File: config.mk
export PLATFORM = sky130hd
export DESIGN_NAME = ebt_bus_timing
export DESIGN_NICKNAME = d
export VERILOG_FILES = /design/src/design/ebt_pkg.sv /design/src/design/ebt_bus_timing.sv
export VERILOG_INCLUDE_DIRS = /design/src /design/src/design
export SDC_FILE = /design/constraint.sdc
export NUM_CORES = 1
export LEC_CHECK = 0
export CAP_MARGIN = 10
export CORE_MARGIN = 2
export CORE_UTILIZATION = 40
export CTS_BUF_LIST = sky130_fd_sc_hd__clkbuf_4 sky130_fd_sc_hd__clkbuf_8 sky130_fd_sc_hd__clkbuf_16
export CTS_CLUSTER_DIAMETER = 60
export DETAILED_ROUTE_END_ITERATION = 6
export DONT_BUFFER_PORTS = 1
export MAX_ROUTING_LAYER = met4
export PLACE_DENSITY = 0.52
export SYNTH_ARGS = -nofsm -noshare
export SYNTH_HDL_FRONTEND = slang
export SYNTH_SLANG_ARGS = --single-unit
export TNS_END_PERCENT = 10
File: constraint.sdc
create_clock -name clk_i -period 3.84 [get_ports clk_i]
set_clock_uncertainty 0.1 [all_clocks]
set_input_delay 0.768 -clock clk_i [delete_from_list [all_inputs] [get_ports clk_i]]
set_output_delay 0.768 -clock clk_i [all_outputs]
set_load 0.02 [all_outputs]
File: src/design/ebt_consts.svh
// Offsets, field positions, reset values and timing constants
`ifndef EBT_CONSTS_SVH
`define EBT_CONSTS_SVH
// Register byte offsets
`define EBT_OFS_TIMING_HIGH 4'h0
`define EBT_OFS_TIMING_LOW  4'h4
`define EBT_OFS_STATUS      4'h8
// bus_timing_high fields
`define EBT_RD_NL_LSB 0
`define EBT_RD_LA_LSB 2
`define EBT_WR_NL_LSB 4
`define EBT_WR_LA_LSB 6
// bus_timing_low fields
`define EBT_FE_NL_LSB 0
`define EBT_FE_LA_LSB 2
`define EBT_HOLD_BIT  4
`define EBT_WIDTH_BIT 5
`define EBT_LATCH_BIT 6
// Reset values
`define EBT_HIGH_RST 8'hFF
`define EBT_LOW_RST  8'h7F
// Timing in half clocks (one clk_i cycle each)
`define EBT_ALE_NARROW 4'h1
`define EBT_ALE_WIDE   4'h3
`define EBT_WR_NARROW  4'h2
`define EBT_WR_WIDE    4'h4
`define EBT_HOLD_ON    4'h2
`endif

File: src/design/ebt_pkg.sv
// Types shared by the external bus timing block
package ebt_pkg;
	typedef enum logic [1:0] {
		EBT_FETCH = 2'h0,
		EBT_READ  = 2'h1,
		EBT_WRITE = 2'h2
	} ebt_kind_t;
	typedef enum logic [1:0] {
		EBT_IDLE = 2'h0,
		EBT_RUN  = 2'h1
	} ebt_state_t;
endpackage

File: src/design/ebt_bus_timing.sv
// External bus cycle generator with Wishbone timing registers
`timescale 1ns/1ps
`include "ebt_consts.svh"

module ebt_bus_timing #(
	parameter int AW = 20
) (
	// Clock, reset, enable
	input  wire logic              clk_i,
	input  wire logic              rst_i,
	input  wire logic              ce_i,
	// Wishbone slave
	input  wire logic              cyc_i,
	input  wire logic              stb_i,
	input  wire logic              we_i,
	input  wire logic [3:0]        adr_i,
	input  wire logic [3:0]        sel_i,
	input  wire logic [31:0]       dat_i,
	output logic      [31:0]       dat_o,
	output logic                   ack_o,
	// Cycle request from the core
	input  wire logic              req_valid_i,
	input  wire ebt_pkg::ebt_kind_t req_kind_i,
	input  wire logic              req_latch_i,
	input  wire logic              req_split_i,
	input  wire logic [AW-1:0]     req_addr_i,
	input  wire logic [15:0]       req_wdata_i,
	input  wire logic [1:0]        req_be_i,
	output logic                   req_take_o,
	output logic                   done_o,
	output logic      [15:0]       rdata_o,
	// External bus pins
	input  wire logic              wait_i,
	input  wire logic [15:0]       data_i,
	output logic      [AW-1:0]     addr_o,
	output logic                   ale_o,
	output logic                   program_fetch_strobe_n_o,
	output logic                   read_strobe_n_o,
	output logic                   low_byte_write_strobe_n_o,
	output logic                   high_byte_write_strobe_n_o,
	output logic      [15:0]       data_o,
	output logic                   data_oe_n_o
);
	import ebt_pkg::*;

	// Cycle length in half clocks from a two-bit code
	function automatic logic [3:0] len_ticks(input logic [1:0] code,
		input logic extra);
		len_ticks = {1'b0, ({1'b0, code} + {2'b00, extra} + 3'h1)} << 1;
	endfunction

	// Timing registers and bus slave state
	logic [7:0]  timing_high_r;   // Read and write lengths
	logic [7:0]  timing_low_r;    // Fetch lengths, widths, hold
	logic        ack_r;           // Wishbone acknowledge
	logic [31:0] dat_r;           // Wishbone read data

	// Cycle state captured at start
	ebt_state_t  state_r;         // Idle or running
	ebt_kind_t   kind_r;          // Cycle kind
	logic        lat_r;           // Cycle has a latch phase
	logic        split_r;         // Second byte still owed
	logic        second_r;        // In second byte phase
	logic [3:0]  t_r;             // Half clock within cycle
	logic [3:0]  tot_r;           // Cycle length, half clocks
	logic [3:0]  aw_r;            // Latch strobe width
	logic [3:0]  ww_r;            // Write strobe width
	logic [3:0]  hw_r;            // Write hold length
	logic        odd_r;           // Wait stall parity
	logic [AW-1:0] adr_r;         // Cycle address
	logic [15:0] wd_r;            // Write data
	logic [1:0]  be_r;            // Byte enables

	// Pin synchronisers
	logic        wait_m_r, wait_s_r;
	logic [15:0] din_m_r, din_s_r;

	// Output flops
	logic        take_r, done_r, ale_r, fe_n_r, rd_n_r;
	logic        wrl_n_r, wrh_n_r, oe_n_r;
	logic [15:0] rdata_r;
	// Read capture waits out the two synchroniser flops
	logic        cap1_r, cap2_r;  // Capture strobe, delayed
	logic        hi1_r, hi2_r;    // Capture goes to the high byte

	// Register decode
	wire acc      = cyc_i & stb_i & ~ack_r;
	wire hit_high = adr_i == `EBT_OFS_TIMING_HIGH;
	wire hit_low  = adr_i == `EBT_OFS_TIMING_LOW;
	wire hit_stat = adr_i == `EBT_OFS_STATUS;
	wire wr_go    = ack_r & cyc_i & stb_i & we_i & sel_i[0];
	wire [31:0] rd_mux = hit_high ? {24'h000000, timing_high_r} :
		hit_low ? {24'h000000, timing_low_r} :
		hit_stat ? {27'h0000000, split_r, kind_r, lat_r,
			state_r == EBT_RUN} : 32'h00000000;

	// Configuration fields
	wire         lsel = timing_low_r[`EBT_LATCH_BIT];
	wire         wsel = timing_low_r[`EBT_WIDTH_BIT];
	wire         hsel = timing_low_r[`EBT_HOLD_BIT];
	wire [1:0]   fe_nl = timing_low_r[`EBT_FE_NL_LSB +: 2];
	wire [1:0]   fe_la = timing_low_r[`EBT_FE_LA_LSB +: 2];
	wire [1:0]   rd_nl = timing_high_r[`EBT_RD_NL_LSB +: 2];
	wire [1:0]   rd_la = timing_high_r[`EBT_RD_LA_LSB +: 2];
	wire [1:0]   wr_nl = timing_high_r[`EBT_WR_NL_LSB +: 2];
	wire [1:0]   wr_la = timing_high_r[`EBT_WR_LA_LSB +: 2];

	// Length of a new cycle; writes are 2-5 either way
	wire [1:0] len_code = req_kind_i == EBT_FETCH ?
		(req_latch_i ? fe_la : fe_nl) :
		req_kind_i == EBT_READ ? (req_latch_i ? rd_la : rd_nl) :
		(req_latch_i ? wr_la : wr_nl);
	wire [3:0] tot_new = len_ticks(len_code,
		req_latch_i | (req_kind_i == EBT_WRITE));
	wire [3:0] tot_2nd = len_ticks(rd_nl, 1'b0);

	// Strobe windows in the current half clock
	wire         act      = state_r == EBT_RUN;
	wire [3:0]   st_start = lat_r ? aw_r + 4'h1 : 4'h0;
	wire [3:0]   wr_end   = tot_r - hw_r;
	wire [3:0]   wr_start = wr_end - ww_r;
	wire         in_st    = act & (t_r >= st_start);
	wire         ale_nxt  = act & lat_r & (t_r < aw_r);
	wire         wr_on    = act & (kind_r == EBT_WRITE) &
		(t_r >= wr_start) & (t_r < wr_end);
	wire         oe_nxt   = act & (kind_r == EBT_WRITE) & in_st;

	// Wait judging point, one clock early for reads
	wire [3:0]   judge = kind_r == EBT_READ ? tot_r - 4'h3 :
		kind_r == EBT_WRITE ? wr_end - 4'h1 : tot_r - 4'h1;
	wire         judge_ok = (kind_r != EBT_READ) | (tot_r > 4'h2);
	wire         at_judge = act & judge_ok & (t_r == judge);
	wire         stall    = at_judge & (wait_s_r | odd_r);
	wire         at_end   = act & ~stall & (t_r == tot_r - 4'h1);
	wire         go_2nd   = at_end & split_r;
	wire         take     = req_valid_i & ~take_r &
		((~act) | (at_end & ~split_r));

	// Wishbone slave: ack one cycle after the strobe, one cycle long
	always_ff @(posedge clk_i)
	begin
		if (rst_i)
		begin
			ack_r         <= 1'b0;
			dat_r         <= 32'h00000000;
			timing_high_r <= `EBT_HIGH_RST;
			timing_low_r  <= `EBT_LOW_RST;
		end
		else if (ce_i)
		begin
			ack_r <= acc;
			dat_r <= acc ? rd_mux : dat_r;
			// Write lands on the edge that ends ack
			if (wr_go & hit_high)
				timing_high_r <= dat_i[7:0];
			if (wr_go & hit_low)
				timing_low_r <= dat_i[7:0];
		end
	end

	// Two-flop synchronisers on pin inputs
	always_ff @(posedge clk_i)
	begin
		if (rst_i)
		begin
			wait_m_r <= 1'b0;
			wait_s_r <= 1'b0;
			din_m_r  <= 16'h0000;
			din_s_r  <= 16'h0000;
		end
		else if (ce_i)
		begin
			wait_m_r <= wait_i;
			wait_s_r <= wait_m_r;
			din_m_r  <= data_i;
			din_s_r  <= din_m_r;
		end
	end

	// Cycle sequencer
	always_ff @(posedge clk_i)
	begin
		if (rst_i)
		begin
			state_r  <= EBT_IDLE;
			kind_r   <= EBT_FETCH;
			lat_r    <= 1'b0;
			split_r  <= 1'b0;
			second_r <= 1'b0;
			t_r      <= 4'h0;
			tot_r    <= 4'h2;
			aw_r     <= `EBT_ALE_NARROW;
			ww_r     <= `EBT_WR_NARROW;
			hw_r     <= 4'h0;
			odd_r    <= 1'b0;
			adr_r    <= '0;
			wd_r     <= 16'h0000;
			be_r     <= 2'h0;
		end
		else if (ce_i)
		begin
			// Stalls come in pairs of half clocks
			odd_r <= stall ? ~odd_r : 1'b0;
			if (take)
			begin
				state_r  <= EBT_RUN;
				kind_r   <= req_kind_i;
				lat_r    <= req_latch_i;
				split_r  <= req_split_i & (req_kind_i == EBT_READ);
				second_r <= 1'b0;
				t_r      <= 4'h0;
				tot_r    <= tot_new;
				aw_r     <= lsel ? `EBT_ALE_WIDE : `EBT_ALE_NARROW;
				ww_r     <= wsel ? `EBT_WR_WIDE : `EBT_WR_NARROW;
				hw_r     <= hsel ? `EBT_HOLD_ON : 4'h0;
				adr_r    <= req_addr_i;
				wd_r     <= req_wdata_i;
				be_r     <= req_be_i;
			end
			else if (go_2nd)
			begin
				// Second byte runs unlatched, strobe kept low
				lat_r    <= 1'b0;
				split_r  <= 1'b0;
				second_r <= 1'b1;
				t_r      <= 4'h0;
				tot_r    <= tot_2nd;
				adr_r    <= adr_r | {{(AW-1){1'b0}}, 1'b1};
			end
			else if (at_end)
				state_r <= EBT_IDLE;
			else if (act & ~stall)
				t_r <= t_r + 4'h1;
		end
	end

	// Registered pin and handshake outputs
	always_ff @(posedge clk_i)
	begin
		if (rst_i)
		begin
			take_r  <= 1'b0;
			done_r  <= 1'b0;
			ale_r   <= 1'b0;
			fe_n_r  <= 1'b1;
			rd_n_r  <= 1'b1;
			wrl_n_r <= 1'b1;
			wrh_n_r <= 1'b1;
			oe_n_r  <= 1'b1;
			rdata_r <= 16'h0000;
			cap1_r  <= 1'b0;
			cap2_r  <= 1'b0;
			hi1_r   <= 1'b0;
			hi2_r   <= 1'b0;
		end
		else if (ce_i)
		begin
			take_r  <= take;
			done_r  <= at_end & ~split_r;
			ale_r   <= ale_nxt;
			fe_n_r  <= ~(in_st & (kind_r == EBT_FETCH));
			rd_n_r  <= ~(in_st & (kind_r == EBT_READ));
			wrl_n_r <= ~(wr_on & be_r[0]);
			wrh_n_r <= ~(wr_on & be_r[1]);
			oe_n_r  <= ~oe_nxt;
			// Pin value of the last half clock, two flops later
			cap1_r  <= at_end & (kind_r != EBT_WRITE);
			hi1_r   <= second_r;
			cap2_r  <= cap1_r;
			hi2_r   <= hi1_r;
			if (cap2_r)
			begin
				if (hi2_r)
					rdata_r[15:8] <= din_s_r[7:0];
				else
					rdata_r <= din_s_r;
			end
		end
	end

	// Output wiring, all from flops
	assign dat_o                      = dat_r;
	assign ack_o                      = ack_r;
	assign req_take_o                 = take_r;
	assign done_o                     = done_r;
	assign rdata_o                    = rdata_r;
	assign addr_o                     = adr_r;
	assign ale_o                      = ale_r;
	assign program_fetch_strobe_n_o   = fe_n_r;
	assign read_strobe_n_o            = rd_n_r;
	assign low_byte_write_strobe_n_o  = wrl_n_r;
	assign high_byte_write_strobe_n_o = wrh_n_r;
	assign data_o                     = wd_r;
	assign data_oe_n_o                = oe_n_r;

	// Helper counters for strobe widths
	logic [3:0] ale_cnt_r, wr_cnt_r;
	always_ff @(posedge clk_i)
	begin
		if (rst_i)
		begin
			ale_cnt_r <= 4'h0;
			wr_cnt_r  <= 4'h0;
		end
		else if (ce_i)
		begin
			ale_cnt_r <= ale_r ? ale_cnt_r + 4'h1 : 4'h0;
			wr_cnt_r  <= ~wrl_n_r ? wr_cnt_r + 4'h1 : 4'h0;
		end
	end

	// Latch strobe width matches the cycle's setting
	a_latch_width: assert property (@(posedge clk_i) disable iff (rst_i)
		ce_i & $fell(ale_r) |-> ale_cnt_r == aw_r)
		else $error("latch strobe width wrong");
	// Unlatched fetch drives the strobe from its first half clock
	a_fetch_full: assert property (@(posedge clk_i) disable iff (rst_i)
		ce_i & act & ~lat_r & (kind_r == EBT_FETCH) |=> ~fe_n_r)
		else $error("unlatched fetch strobe missing");
	// Latched fetch keeps strobe off during the latch phase
	a_fetch_latched: assert property (@(posedge clk_i) disable iff (rst_i)
		ce_i & act & lat_r & (t_r <= aw_r) |=> fe_n_r & rd_n_r)
		else $error("strobe overlaps latch phase");
	// Write strobe width, stalls excluded
	a_write_width: assert property (@(posedge clk_i) disable iff (rst_i)
		ce_i & ~ale_r & $rose(wrl_n_r) & ~$past(wait_s_r, 2) |->
		wr_cnt_r == ww_r)
		else $error("write strobe width wrong");
	// Data still driven after the strobe when hold is set
	a_hold_data: assert property (@(posedge clk_i) disable iff (rst_i)
		ce_i & $rose(wrl_n_r) & (hw_r != 4'h0) |-> ~oe_n_r)
		else $error("write data hold lost");
	// Read strobe stays low into the second byte
	a_read_split: assert property (@(posedge clk_i) disable iff (rst_i)
		ce_i & go_2nd & ce_i |=> ~rd_n_r ##1 ~rd_n_r)
		else $error("read strobe broke between bytes");
	// Wait freezes the half clock count
	a_wait_stretch: assert property (@(posedge clk_i) disable iff (rst_i)
		ce_i & stall |=> t_r == $past(t_r))
		else $error("wait did not stretch");
	// One-clock reads are never stretched
	a_short_read: assert property (@(posedge clk_i) disable iff (rst_i)
		act & (kind_r == EBT_READ) & (tot_r == 4'h2) |-> ~stall)
		else $error("one clock read stretched");
	// Bus ack comes one cycle after a fresh strobe and lasts one
	a_bus_ack: assert property (@(posedge clk_i) disable iff (rst_i)
		ce_i & acc |=> ack_r ##1 ~ack_r)
		else $error("bus ack timing wrong");
endmodule // ebt_bus_timing

==> run_results.csv, run 1 <==
group,metric,value,unit
sta,timing.hold.ws,0.338,ns
sta,hold_viol,0,
critical_path,endpoint_kind,"register",
logic_synthesis,synth_edf_count,0,
clocking,hold_buffers,0,
logic_synthesis,async_reset_ff_share,0,%
power,power_frac_clock,46.8,%
sta,setup_viol,0,
critical_path,reg2regPathDepth,10,
die,num_rows,46,
grt,grt_pass1_wl,23000,um
detailed_routing,remaining_drc_errors,0,
logic_synthesis,synth_area,6380,um^2
run,max-cap-violations,0,
logic_synthesis,synth-seq-cells,143,
cells_and_area,final_nets,780,
logic_synthesis,synthFlopType,"dfxtp_1",
logic_synthesis,syn_avg_cell_area,9.41,um^2
power,p_comb_share,7.5,%
logic_synthesis,syn_inst,678,
die,die_x,130,um
logic_synthesis,yosysWarnings,0,
cells_and_area,drive_gt1_share,7.17,%
detailed_routing,wl_per_cell,16.6,um
logic_synthesis,synth_cell_types,55,
grt,track_usage,18.2,%
grt,met2_usage,25.7,%
sta,post-route-period-util,85.1,%
sta,fmax,0.306,GHz
place,placed_area,6390,um^2
sta,tightest_slew,0.817,ns
clocking,cts_setup_buffers,0,
outcome,status,"complete, no violations",
clocking,h-tree-depth,4,
cells_and_area,area_growth_syn_to_layout,9.67,%
grt,grt_overflow,0,
power,p_per_area,504,nW/um^2
logic_synthesis,yosysSeqAreaShare,44.9,%
detailed_routing,first_iter_violations,224,
detailed_routing,wl,14700,um
cells_and_area,regArea,2860,um^2
detailed_routing,vias_per_cell,5.10,
place,place.gp.congestion,0.877,
clocking,clk_pin_slew,0.06,ns
clocking,root_buffer,"clkbuf_16",
logic_synthesis,yosysTopAreaCell,"dfxtp_1",
grt,use_met3,7.09,%
cells_and_area,n_antenna_cell,0,
logic_synthesis,synth_top_area_share,44.9,%
power,power.switching,877,uW
critical_path,worstPathMaxFanout,8,
sta,layout_min_cycle_time,3.27,ns
clocking,cts.path.max_buffers,2,
cells_and_area,multi_input_area,3160,um^2
power,p_total,3520,uW
grt,antenna_found_initial,0,
grt,grt_pass1_vias,4263,
detailed_routing,route.vias.total,4510,
die,start_util,40.6,%
worst_hold_path,worstHoldPathCells,1,
place,hpwl,10400,um
detailed_routing,detail-route-antenna-nets,0,
power,leakage,0.00298,uW
sta,rsz0062_at_grt,"false",
die,dieArea,17000,um^2
critical_path,path_class,"register to register",
grt,grt_start_max_net_pins,119,
sta,drv_slew,0,
logic_synthesis,synth.area.top_cells,"dfxtp_1, mux2i_1, nor2_1",
die,coreArea,15700,um^2
sta,tns,0,ns
sta,maxSlewHeadroom,45.5,%
clocking,cts_buffers,17,
power,p_seq_share,45.7,%
critical_path,start_kind,"register",
cells_and_area,fillers,1519,
die,io_pins,199,
critical_path,arrival,3.51,ns
clocking,cts.sinks,143,
grt,use_met1,23.8,%
place,io_buffers,0,
worst_hold_path,hold_class,"primary input to register",
clocking,insertion_delay,0.42,ns
critical_path,required,4.09,ns
detailed_routing,drt_pass1_iterations,4,
power,p_sw_share,24.9,%
grt,busiest_layer,"met2",
die,die_height,130,um
clocking,tritoncts,"yes",
power,ir_drop,0.000354,V
power,power.internal,2650,uW
cells_and_area,final_cell_area,6990,um^2
clocking,cts_resized,0,
==> routing by layer <==
metal	vias up	wire, um
met5	-	0
met4	0	206
met1	2083	6760
met3	17	1270
li1	2235	-
met2	175	6430
==> worst max-delay path: stages, from the launching register on <==
cell and delay, ns:
dfxtp_1 0.46, inv_1 0.13, ha_1 0.21, ha_1 0.41, nand2_1 0.10, xnor2_1 0.13, a221oi_1 0.32, xnor2_1 0.24
a21oi_1 0.54, mux2_2 0.41, o21ai_0 0.13
==> sequential cells by signal, summed over array words and instances (netlist names), 4 cells and up <==
register	flops
addr_o	20
data_o	16
din_m_r	16
din_s_r	16
rdata_o	16
dat_o	8
timing_high_r	8
timing_low_r	8
t_r	4
==> final timing paths <==
path                                 end  slack (ns)                   from
setup / recovery   tot_r[1]$_SDFFE_PP1P_        0.57  tot_r[1]$_SDFFE_PP1P_
hold / removal    kind_r[1]$_SDFFE_PP0P_        0.34                  rst_i
setup reg to reg   tot_r[1]$_SDFFE_PP1P_        0.57  tot_r[1]$_SDFFE_PP1P_
hold reg to reg      cap1_r$_SDFFE_PP0P_        0.37    cap1_r$_SDFFE_PP0P_
==> cell usage after synthesis, types with 4 or more instances <==
cell      count
a211oi_1     10
a21oi_1      31
a22oi_1       6
buf_2         4
buf_4        25
clkbuf_1     32
dfxtp_1     143
ha_1         18
inv_1        18
mux2i_1     114
nand2_1      67
nand2b_1      4
nand3_1       8
nor2_1      102
nor2b_1       7
nor3_1        7
o21ai_0      15
or3_1         4
xnor2_1       8
xor2_1        4
==> layout make-up <==
cell class | instances | share of cell area, %
Clock buffer | 19 | 6.39
Sequential cell | 143 | 40.9
Tap cell | 216 | 3.86
Multi-Input combinational cell | 473 | 45.2
Clock inverter | 13 | 2.20
Timing Repair Buffer | 2 | 0.394
Inverter | 19 | 1.02
==> cell usage in the layout (no fill, tap or decap), drive strengths merged, types with 3 or more instances in the layout <==
master    n
a21o      3
mux2i   114
nor2b     7
or3       4
nor2    102
clkinv    8
conb     24
xnor2     9
inv      21
xor2      4
ha       18
a21oi    31
nor3      7
a211oi   10
dfxtp   143
o21ai    15
nand3     8
a22oi     6
nand2b    4
clkbuf   19
nand2    67
o211ai    3
==> power groups by stage <==
stage | registers (uW) | clock network [uW] | logic [uW]
floorplan | 1620 | 0 | 280
global placement | 1640 | 0 | 253
detailed placement | 1640 | 0 | 263
global route | 1620 | 1750 | 298
finish | 1610 | 1650 | 264
CTS | 1610 | 1680 | 265
==> through the flow <==
step | worst slack [ns] | utilization (%) | cells
after floorplan | 0.802 | - | 701
after global placement | 0.656 | 40.7 | 853
after detailed placement | 0.577 | 40.7 | 853
after CTS | 0.566 | 44.5 | 885
after global routing | 0.285 | 44.5 | 885
final | 0.572 | 44.5 | 885
==> kinds of logic after synthesis <==
group	Yosys count	synth area share, %
adders and majority gates	18	3.53
buffers and inverters	85	6.91
AOI/OAI and AO/OA	86	8.81
xor gates and xnor gates	14	2.28
and+or+nand+nor	214	14.8
DFF	143	44.9
other	1	0.0588
muxes	117	18.8
No activity file was read; power rests on OpenSTA's default activity.
==> run 2: changes to the inputs <==
==> constraint.sdc (replaced) <==
create_clock -name clk_i -period 3.85 [get_ports clk_i]
set_clock_uncertainty 0.1 [all_clocks]
set_input_delay 0.77 -clock clk_i [delete_from_list [all_inputs] [get_ports clk_i]]
set_output_delay 0.77 -clock clk_i [all_outputs]
set_load 0.02 [all_outputs]
==> run 2 against run 1 <==
  * Die area is the same
  * Global-route usage fell by 0.29 points
  * Critical endpoint unchanged
  * Flip-flop and latch count is the same
  * Critical path type unchanged
  * Sequential share of layout area fell by 0.10 points
  * Register-to-register slack about the same
  * Non-clock buffer count is the same
  * Via count is 0.31% higher
  * Total power increased by 1.2%
==> run_results.csv, run 2 (synthesis gave the netlist of run 1 again) <==
group,metric,value,unit
sta,drv_slew,0,
outcome,status,"complete, no violations",
clocking,cts_setup_buffers,0,
critical_path,arrival,3.53,ns
critical_path,path_class,"register to register",
detailed_routing,remaining_drc_errors,0,
detailed_routing,route.vias.total,4524,
sta,hold_viol,0,
die,io_pins,199,
clocking,cts_resized,0,
clocking,cts.sinks,143,
sta,rsz0062_at_grt,"false",
grt,grt_overflow,0,
grt,grt_pass1_wl,22500,um
power,ir_drop,0.000319,V
detailed_routing,wl_per_cell,16.4,um
detailed_routing,drt_pass1_iterations,4,
clocking,clk_pin_slew,0.06,ns
place,hpwl,10400,um
detailed_routing,wl,14500,um
cells_and_area,final_cell_area,7010,um^2
die,num_rows,46,
sta,setup_ws,0.570,ns
clocking,tritoncts,"yes",
critical_path,start_kind,"register",
worst_hold_path,hold_class,"primary input to register",
die,die_height,130,um
cells_and_area,fillers,1511,
critical_path,r2r-end,"tot_r[1]$_SDFFE_PP1P_",
place,io_buffers,0,
critical_path,crit_start,"tot_r[1]$_SDFFE_PP1P_",
sta,tightest_slew,0.813,ns
critical_path,required,4.10,ns
cells_and_area,layout_common_cells,"dfxtp_1, mux2i_1, nor2_1",
grt,grt_start_max_net_pins,119,
cells_and_area,final_common_cell,"dfxtp_1",
cells_and_area,largest_reg_flops,20,
cells_and_area,final_nets,780,
worst_hold_path,hp-start,"rst_i",
place,pre_cts_slack,0.586,ns
place,place.gp.congestion,0.878,
critical_path,reg2reg_from,"tot_r[1]$_SDFFE_PP1P_",
sta,tns,0,ns
grt,grt_pass1_vias,4195,
power,leakage,0.00299,uW
sta,layout_min_cycle_time,3.28,ns
clocking,h-tree-depth,4,
sta,post-route-period-util,85.2,%
clocking,cts.path.max_buffers,2,
power,p_total,3570,uW
critical_path,reg2regPathDepth,10,
die,die_x,130,um
clocking,hold_buffers,0,
die,coreArea,15700,um^2
detailed_routing,detail-route-antenna-nets,0,
detailed_routing,vias_per_cell,5.11,
detailed_routing,first_iter_violations,202,
critical_path,r2r_slack,0.57,ns
critical_path,endpoint_kind,"register",
cells_and_area,fin_util,44.6,%
cells_and_area,n_antenna_cell,0,
cells_and_area,drive_gt1_share,7.17,%
grt,antenna_found_initial,0,
clocking,insertion_delay,0.42,ns
power,p_per_area,509,nW/um^2
run,max-cap-violations,0,
critical_path,setup.worst_path.end,"tot_r[1]$_SDFFE_PP1P_",
place,placed_area,6390,um^2
clocking,root_buffer,"clkbuf_16",
grt,track_usage,17.9,%
cells_and_area,area_growth_syn_to_layout,9.95,%
sta,setup_viol,0,
die,start_util,40.6,%
clocking,cts_buffers,17,
sta,fmax,0.305,GHz
critical_path,worstPathMaxFanout,8,
sta,maxSlewHeadroom,45.7,%
die,dieArea,17000,um^2
-- run 2: changes by cell type in the layout (fill, tap and decap cells not counted), sizes merged --
cell      change
bufinv        +1
clkinv        -2
inv           +1
clkinvlp      +1
clkbuf        -1
-- run 2: stage by stage --
stage | hold WS, ns | cells
6_report | 0.344 | 885
5_1_grt | 0.305 | 885
4_1_cts | 0.302 | 885
3_5_place_dp | 0.355 | 853
3_3_place_gp | 0.354 | 853
2_1_floorplan | 0.341 | 701
-- run 2: worst min-delay path by stage --
stage / endpoint / slack, ns / cells after the start
final: kind_r[1]$_SDFFE_PP0P_ / 0.34 / 1
after global routing: kind_r[1]$_SDFFE_PP0P_ / 0.30 / 1
after CTS: dat_o[7]$_SDFFE_PP0P_ / 0.30 / 1
after detailed placement: cap1_r$_SDFFE_PP0P_ / 0.35 / 2
after global placement: cap1_r$_SDFFE_PP0P_ / 0.35 / 2
after floorplan: cap1_r$_SDFFE_PP0P_ / 0.34 / 2
-- run 2: routing by layer --
layer  wire length [um]  global-route usage (%)  vias up
met3               1330                    6.93       17
li1                   -                       -     2235
met2               6320                    26.0      181
met4                244                    6.26        0
met1               6620                    22.6     2091
met5                  0                       -        -
-- run 2: layout make-up --
class | instances | area (um^2) | area share (%)
multi-input cells | 473 | 3160 | 45.1
flip-flops and latches | 143 | 2860 | 40.8
clock buffers | 18 | 439 | 6.26
clock inverters | 14 | 179 | 2.55
inverters | 19 | 71.3 | 1.02
repair buffers | 2 | 27.5 | 0.393
well taps | 216 | 270 | 3.85
-- run 2: where the power goes --
part	leakage (uW)	internal [uW]	switching, uW
Combinational	0.00152	118	143
Sequential	0.00116	1530	75.6
Clock	0.000299	1050	653
-- run 2: critical path: stages (launching register included) --
cell and delay [ns]:
dfxtp_1 0.46, inv_1 0.13, ha_1 0.21, ha_1 0.41, nand2_1 0.10, xnor2_1 0.13, a221oi_1 0.32, xnor2_1 0.25
a21oi_1 0.55, mux2_2 0.41, o21ai_0 0.13
==> run 3: changes to the inputs <==
--- a/config.mk
+++ b/config.mk
@@ -13,7 +13,6 @@
 export CTS_CLUSTER_DIAMETER = 60
 export DETAILED_ROUTE_END_ITERATION = 6
 export DONT_BUFFER_PORTS = 1
-export MAX_ROUTING_LAYER = met4
 export PLACE_DENSITY = 0.52
 export SYNTH_ARGS = -nofsm -noshare
 export SYNTH_HDL_FRONTEND = slang
==> run 3 against run 2 <==
  * Via count shrank 0.20%
  * Highest routed layer unchanged
  * Non-clock buffer count stayed put
  * Combinational power is essentially flat
  * Die area is the same
  * Design area is the same
  * Clock power about the same
  * Core utilization did not move
  * Global-route usage fell by 0.54 points
  * Total power is essentially flat
  * Clock-buffer cell count stayed put
  * First-iteration DRC count decreased by 2.5%
  * Critical path type unchanged
  * Sequential power about the same
==> run_results.csv, run 3 (synthesis gave the netlist of run 1 again) <==
group,metric,value,unit
critical_path,start_kind,"register",
critical_path,worstPathMaxFanout,8,
cells_and_area,area_growth_syn_to_layout,9.95,%
sta,maxSlewHeadroom,46.1,%
critical_path,endpoint_kind,"register",
worst_hold_path,worstHoldPathCells,1,
power,ir_drop,0.000318,V
clocking,cts_setup_buffers,0,
cells_and_area,final_nets,780,
sta,fmax,0.304,GHz
clocking,clk_pin_slew,0.06,ns
clocking,h-tree-depth,4,
cells_and_area,largest_reg_flops,20,
grt,grt_pass1_vias,4181,
clocking,insertion_delay,0.42,ns
die,die_height,130,um
place,io_buffers,0,
die,dieArea,17000,um^2
sta,tightest_slew,0.808,ns
sta,drv_slew,0,
place,place.gp.congestion,0.864,
die,num_rows,46,
clocking,cts_buffers,17,
detailed_routing,wl_per_cell,16.4,um
place,placed_cells,853,
sta,post-route-period-util,85.4,%
grt,track_usage,17.3,%
sta,layout_min_cycle_time,3.29,ns
critical_path,crit_cells,10,
detailed_routing,remaining_drc_errors,0,
cells_and_area,layout_common_cells,"dfxtp_1, mux2i_1, nor2_1",
cells_and_area,fin_util,44.6,%
detailed_routing,detail-route-antenna-nets,0,
detailed_routing,drt_pass1_iterations,4,
power,p_per_area,508,nW/um^2
worst_hold_path,hold_class,"primary input to register",
critical_path,crit_buf_inv,1,
critical_path,critPathSlowestCell,"a21oi_1",
clocking,cts.path.max_buffers,2,
cells_and_area,n_antenna_cell,0,
die,io_pins,199,
detailed_routing,wl,14500,um
critical_path,reg2regPathDepth,10,
die,coreArea,15700,um^2
critical_path,slowest_delay,0.53,ns
sta,rsz0062_at_grt,"false",
grt,grt_pass1_wl,22500,um
critical_path,critical_path.cell_chain,"inv_1 > ha_1 > ha_1 > nand2_1 > xnor2_1 > a221oi_1 > xnor2_1 > a21oi_1 > mux2_2 > o21ai_0",
critical_path,arrival,3.53,ns
detailed_routing,vias_per_cell,5.10,
sta,setup_viol,0,
grt,grt_start_max_net_pins,119,
clocking,cts_resized,0,
power,leakage,0.00299,uW
critical_path,path_class,"register to register",
sta,hold_viol,0,
grt,grt_overflow,0,
sta,timing.hold.ws,0.344,ns
clocking,root_buffer,"clkbuf_16",
die,start_util,40.6,%
clocking,hold_buffers,0,
detailed_routing,first_iter_violations,197,
grt,antenna_found_initial,0,
clocking,cts.sinks,143,
critical_path,required,4.10,ns
run,max-cap-violations,0,
clocking,tritoncts,"yes",
power,p_total,3560,uW
outcome,status,"complete, no violations",
critical_path,critical_path.top_delay_family,"compound AO/OA/AOI/OAI gates",
sta,tns,0,ns
die,die_x,130,um
detailed_routing,route.vias.total,4515,
place,hpwl,10400,um
cells_and_area,drive_gt1_share,7.17,%
cells_and_area,final-instance-count-excl-fill,885,
cells_and_area,final_common_cell,"dfxtp_1",
==> run 3: power breakdown <==
group	leakage (uW)	internal [uW]	switching [uW]
clock network	0.000299	1050	651
registers	0.00116	1530	75.2
logic	0.00152	118	143
total	0.00299	2690	869
==> run 3: stage by stage <==
stage	setup WS, ns	area, um^2
floorplan	0.812	6460
global placement	0.664	6390
detailed placement	0.586	6390
CTS	0.573	7010
global route	0.315	7010
finish	0.563	7010
==> run 3: final cells by class <==
class	count	area, um^2
repair buffers	2	27.5
flip-flops and latches	143	2860
fillers	1511	8700
well taps	216	270
clock inverters	14	179
multi-input cells	473	3160
clock buffers	18	439
inverters	19	71.3
==> run 3: worst register-to-register path, cell delays in order, from the launching register on <==
cell	delay, ns
dfxtp_1	0.46
inv_1	0.13
ha_1	0.21
ha_1	0.41
nand2_1	0.10
xnor2_1	0.13
a221oi_1	0.34
xnor2_1	0.25
a21oi_1	0.53
mux2_2	0.41
o21ai_0	0.13
==> run 3: worst paths after layout <==
| path | start | endpoint | slack (ns) |
|---|---|---|---|
| max | tot_r[1]$_SDFFE_PP1P_ | tot_r[1]$_SDFFE_PP1P_ | 0.56 |
| min | rst_i | kind_r[1]$_SDFFE_PP0P_ | 0.34 |
| max reg2reg | tot_r[1]$_SDFFE_PP1P_ | tot_r[1]$_SDFFE_PP1P_ | 0.56 |
| min reg2reg | cap1_r$_SDFFE_PP0P_ | cap1_r$_SDFFE_PP0P_ | 0.37 |
==> run 3: per-layer routing <==
layer / vias to the layer above / share of wire, % / wire length, um / global-route usage, %
met4: 0 / 1.5 / 214 / 6.26
li1: 2236 / - / - / -
met3: 17 / 8.5 / 1240 / 6.93
met1: 2092 / 46 / 6700 / 22.7
met5: - / 0 / 0 / 0
met2: 170 / 44 / 6330 / 25.8
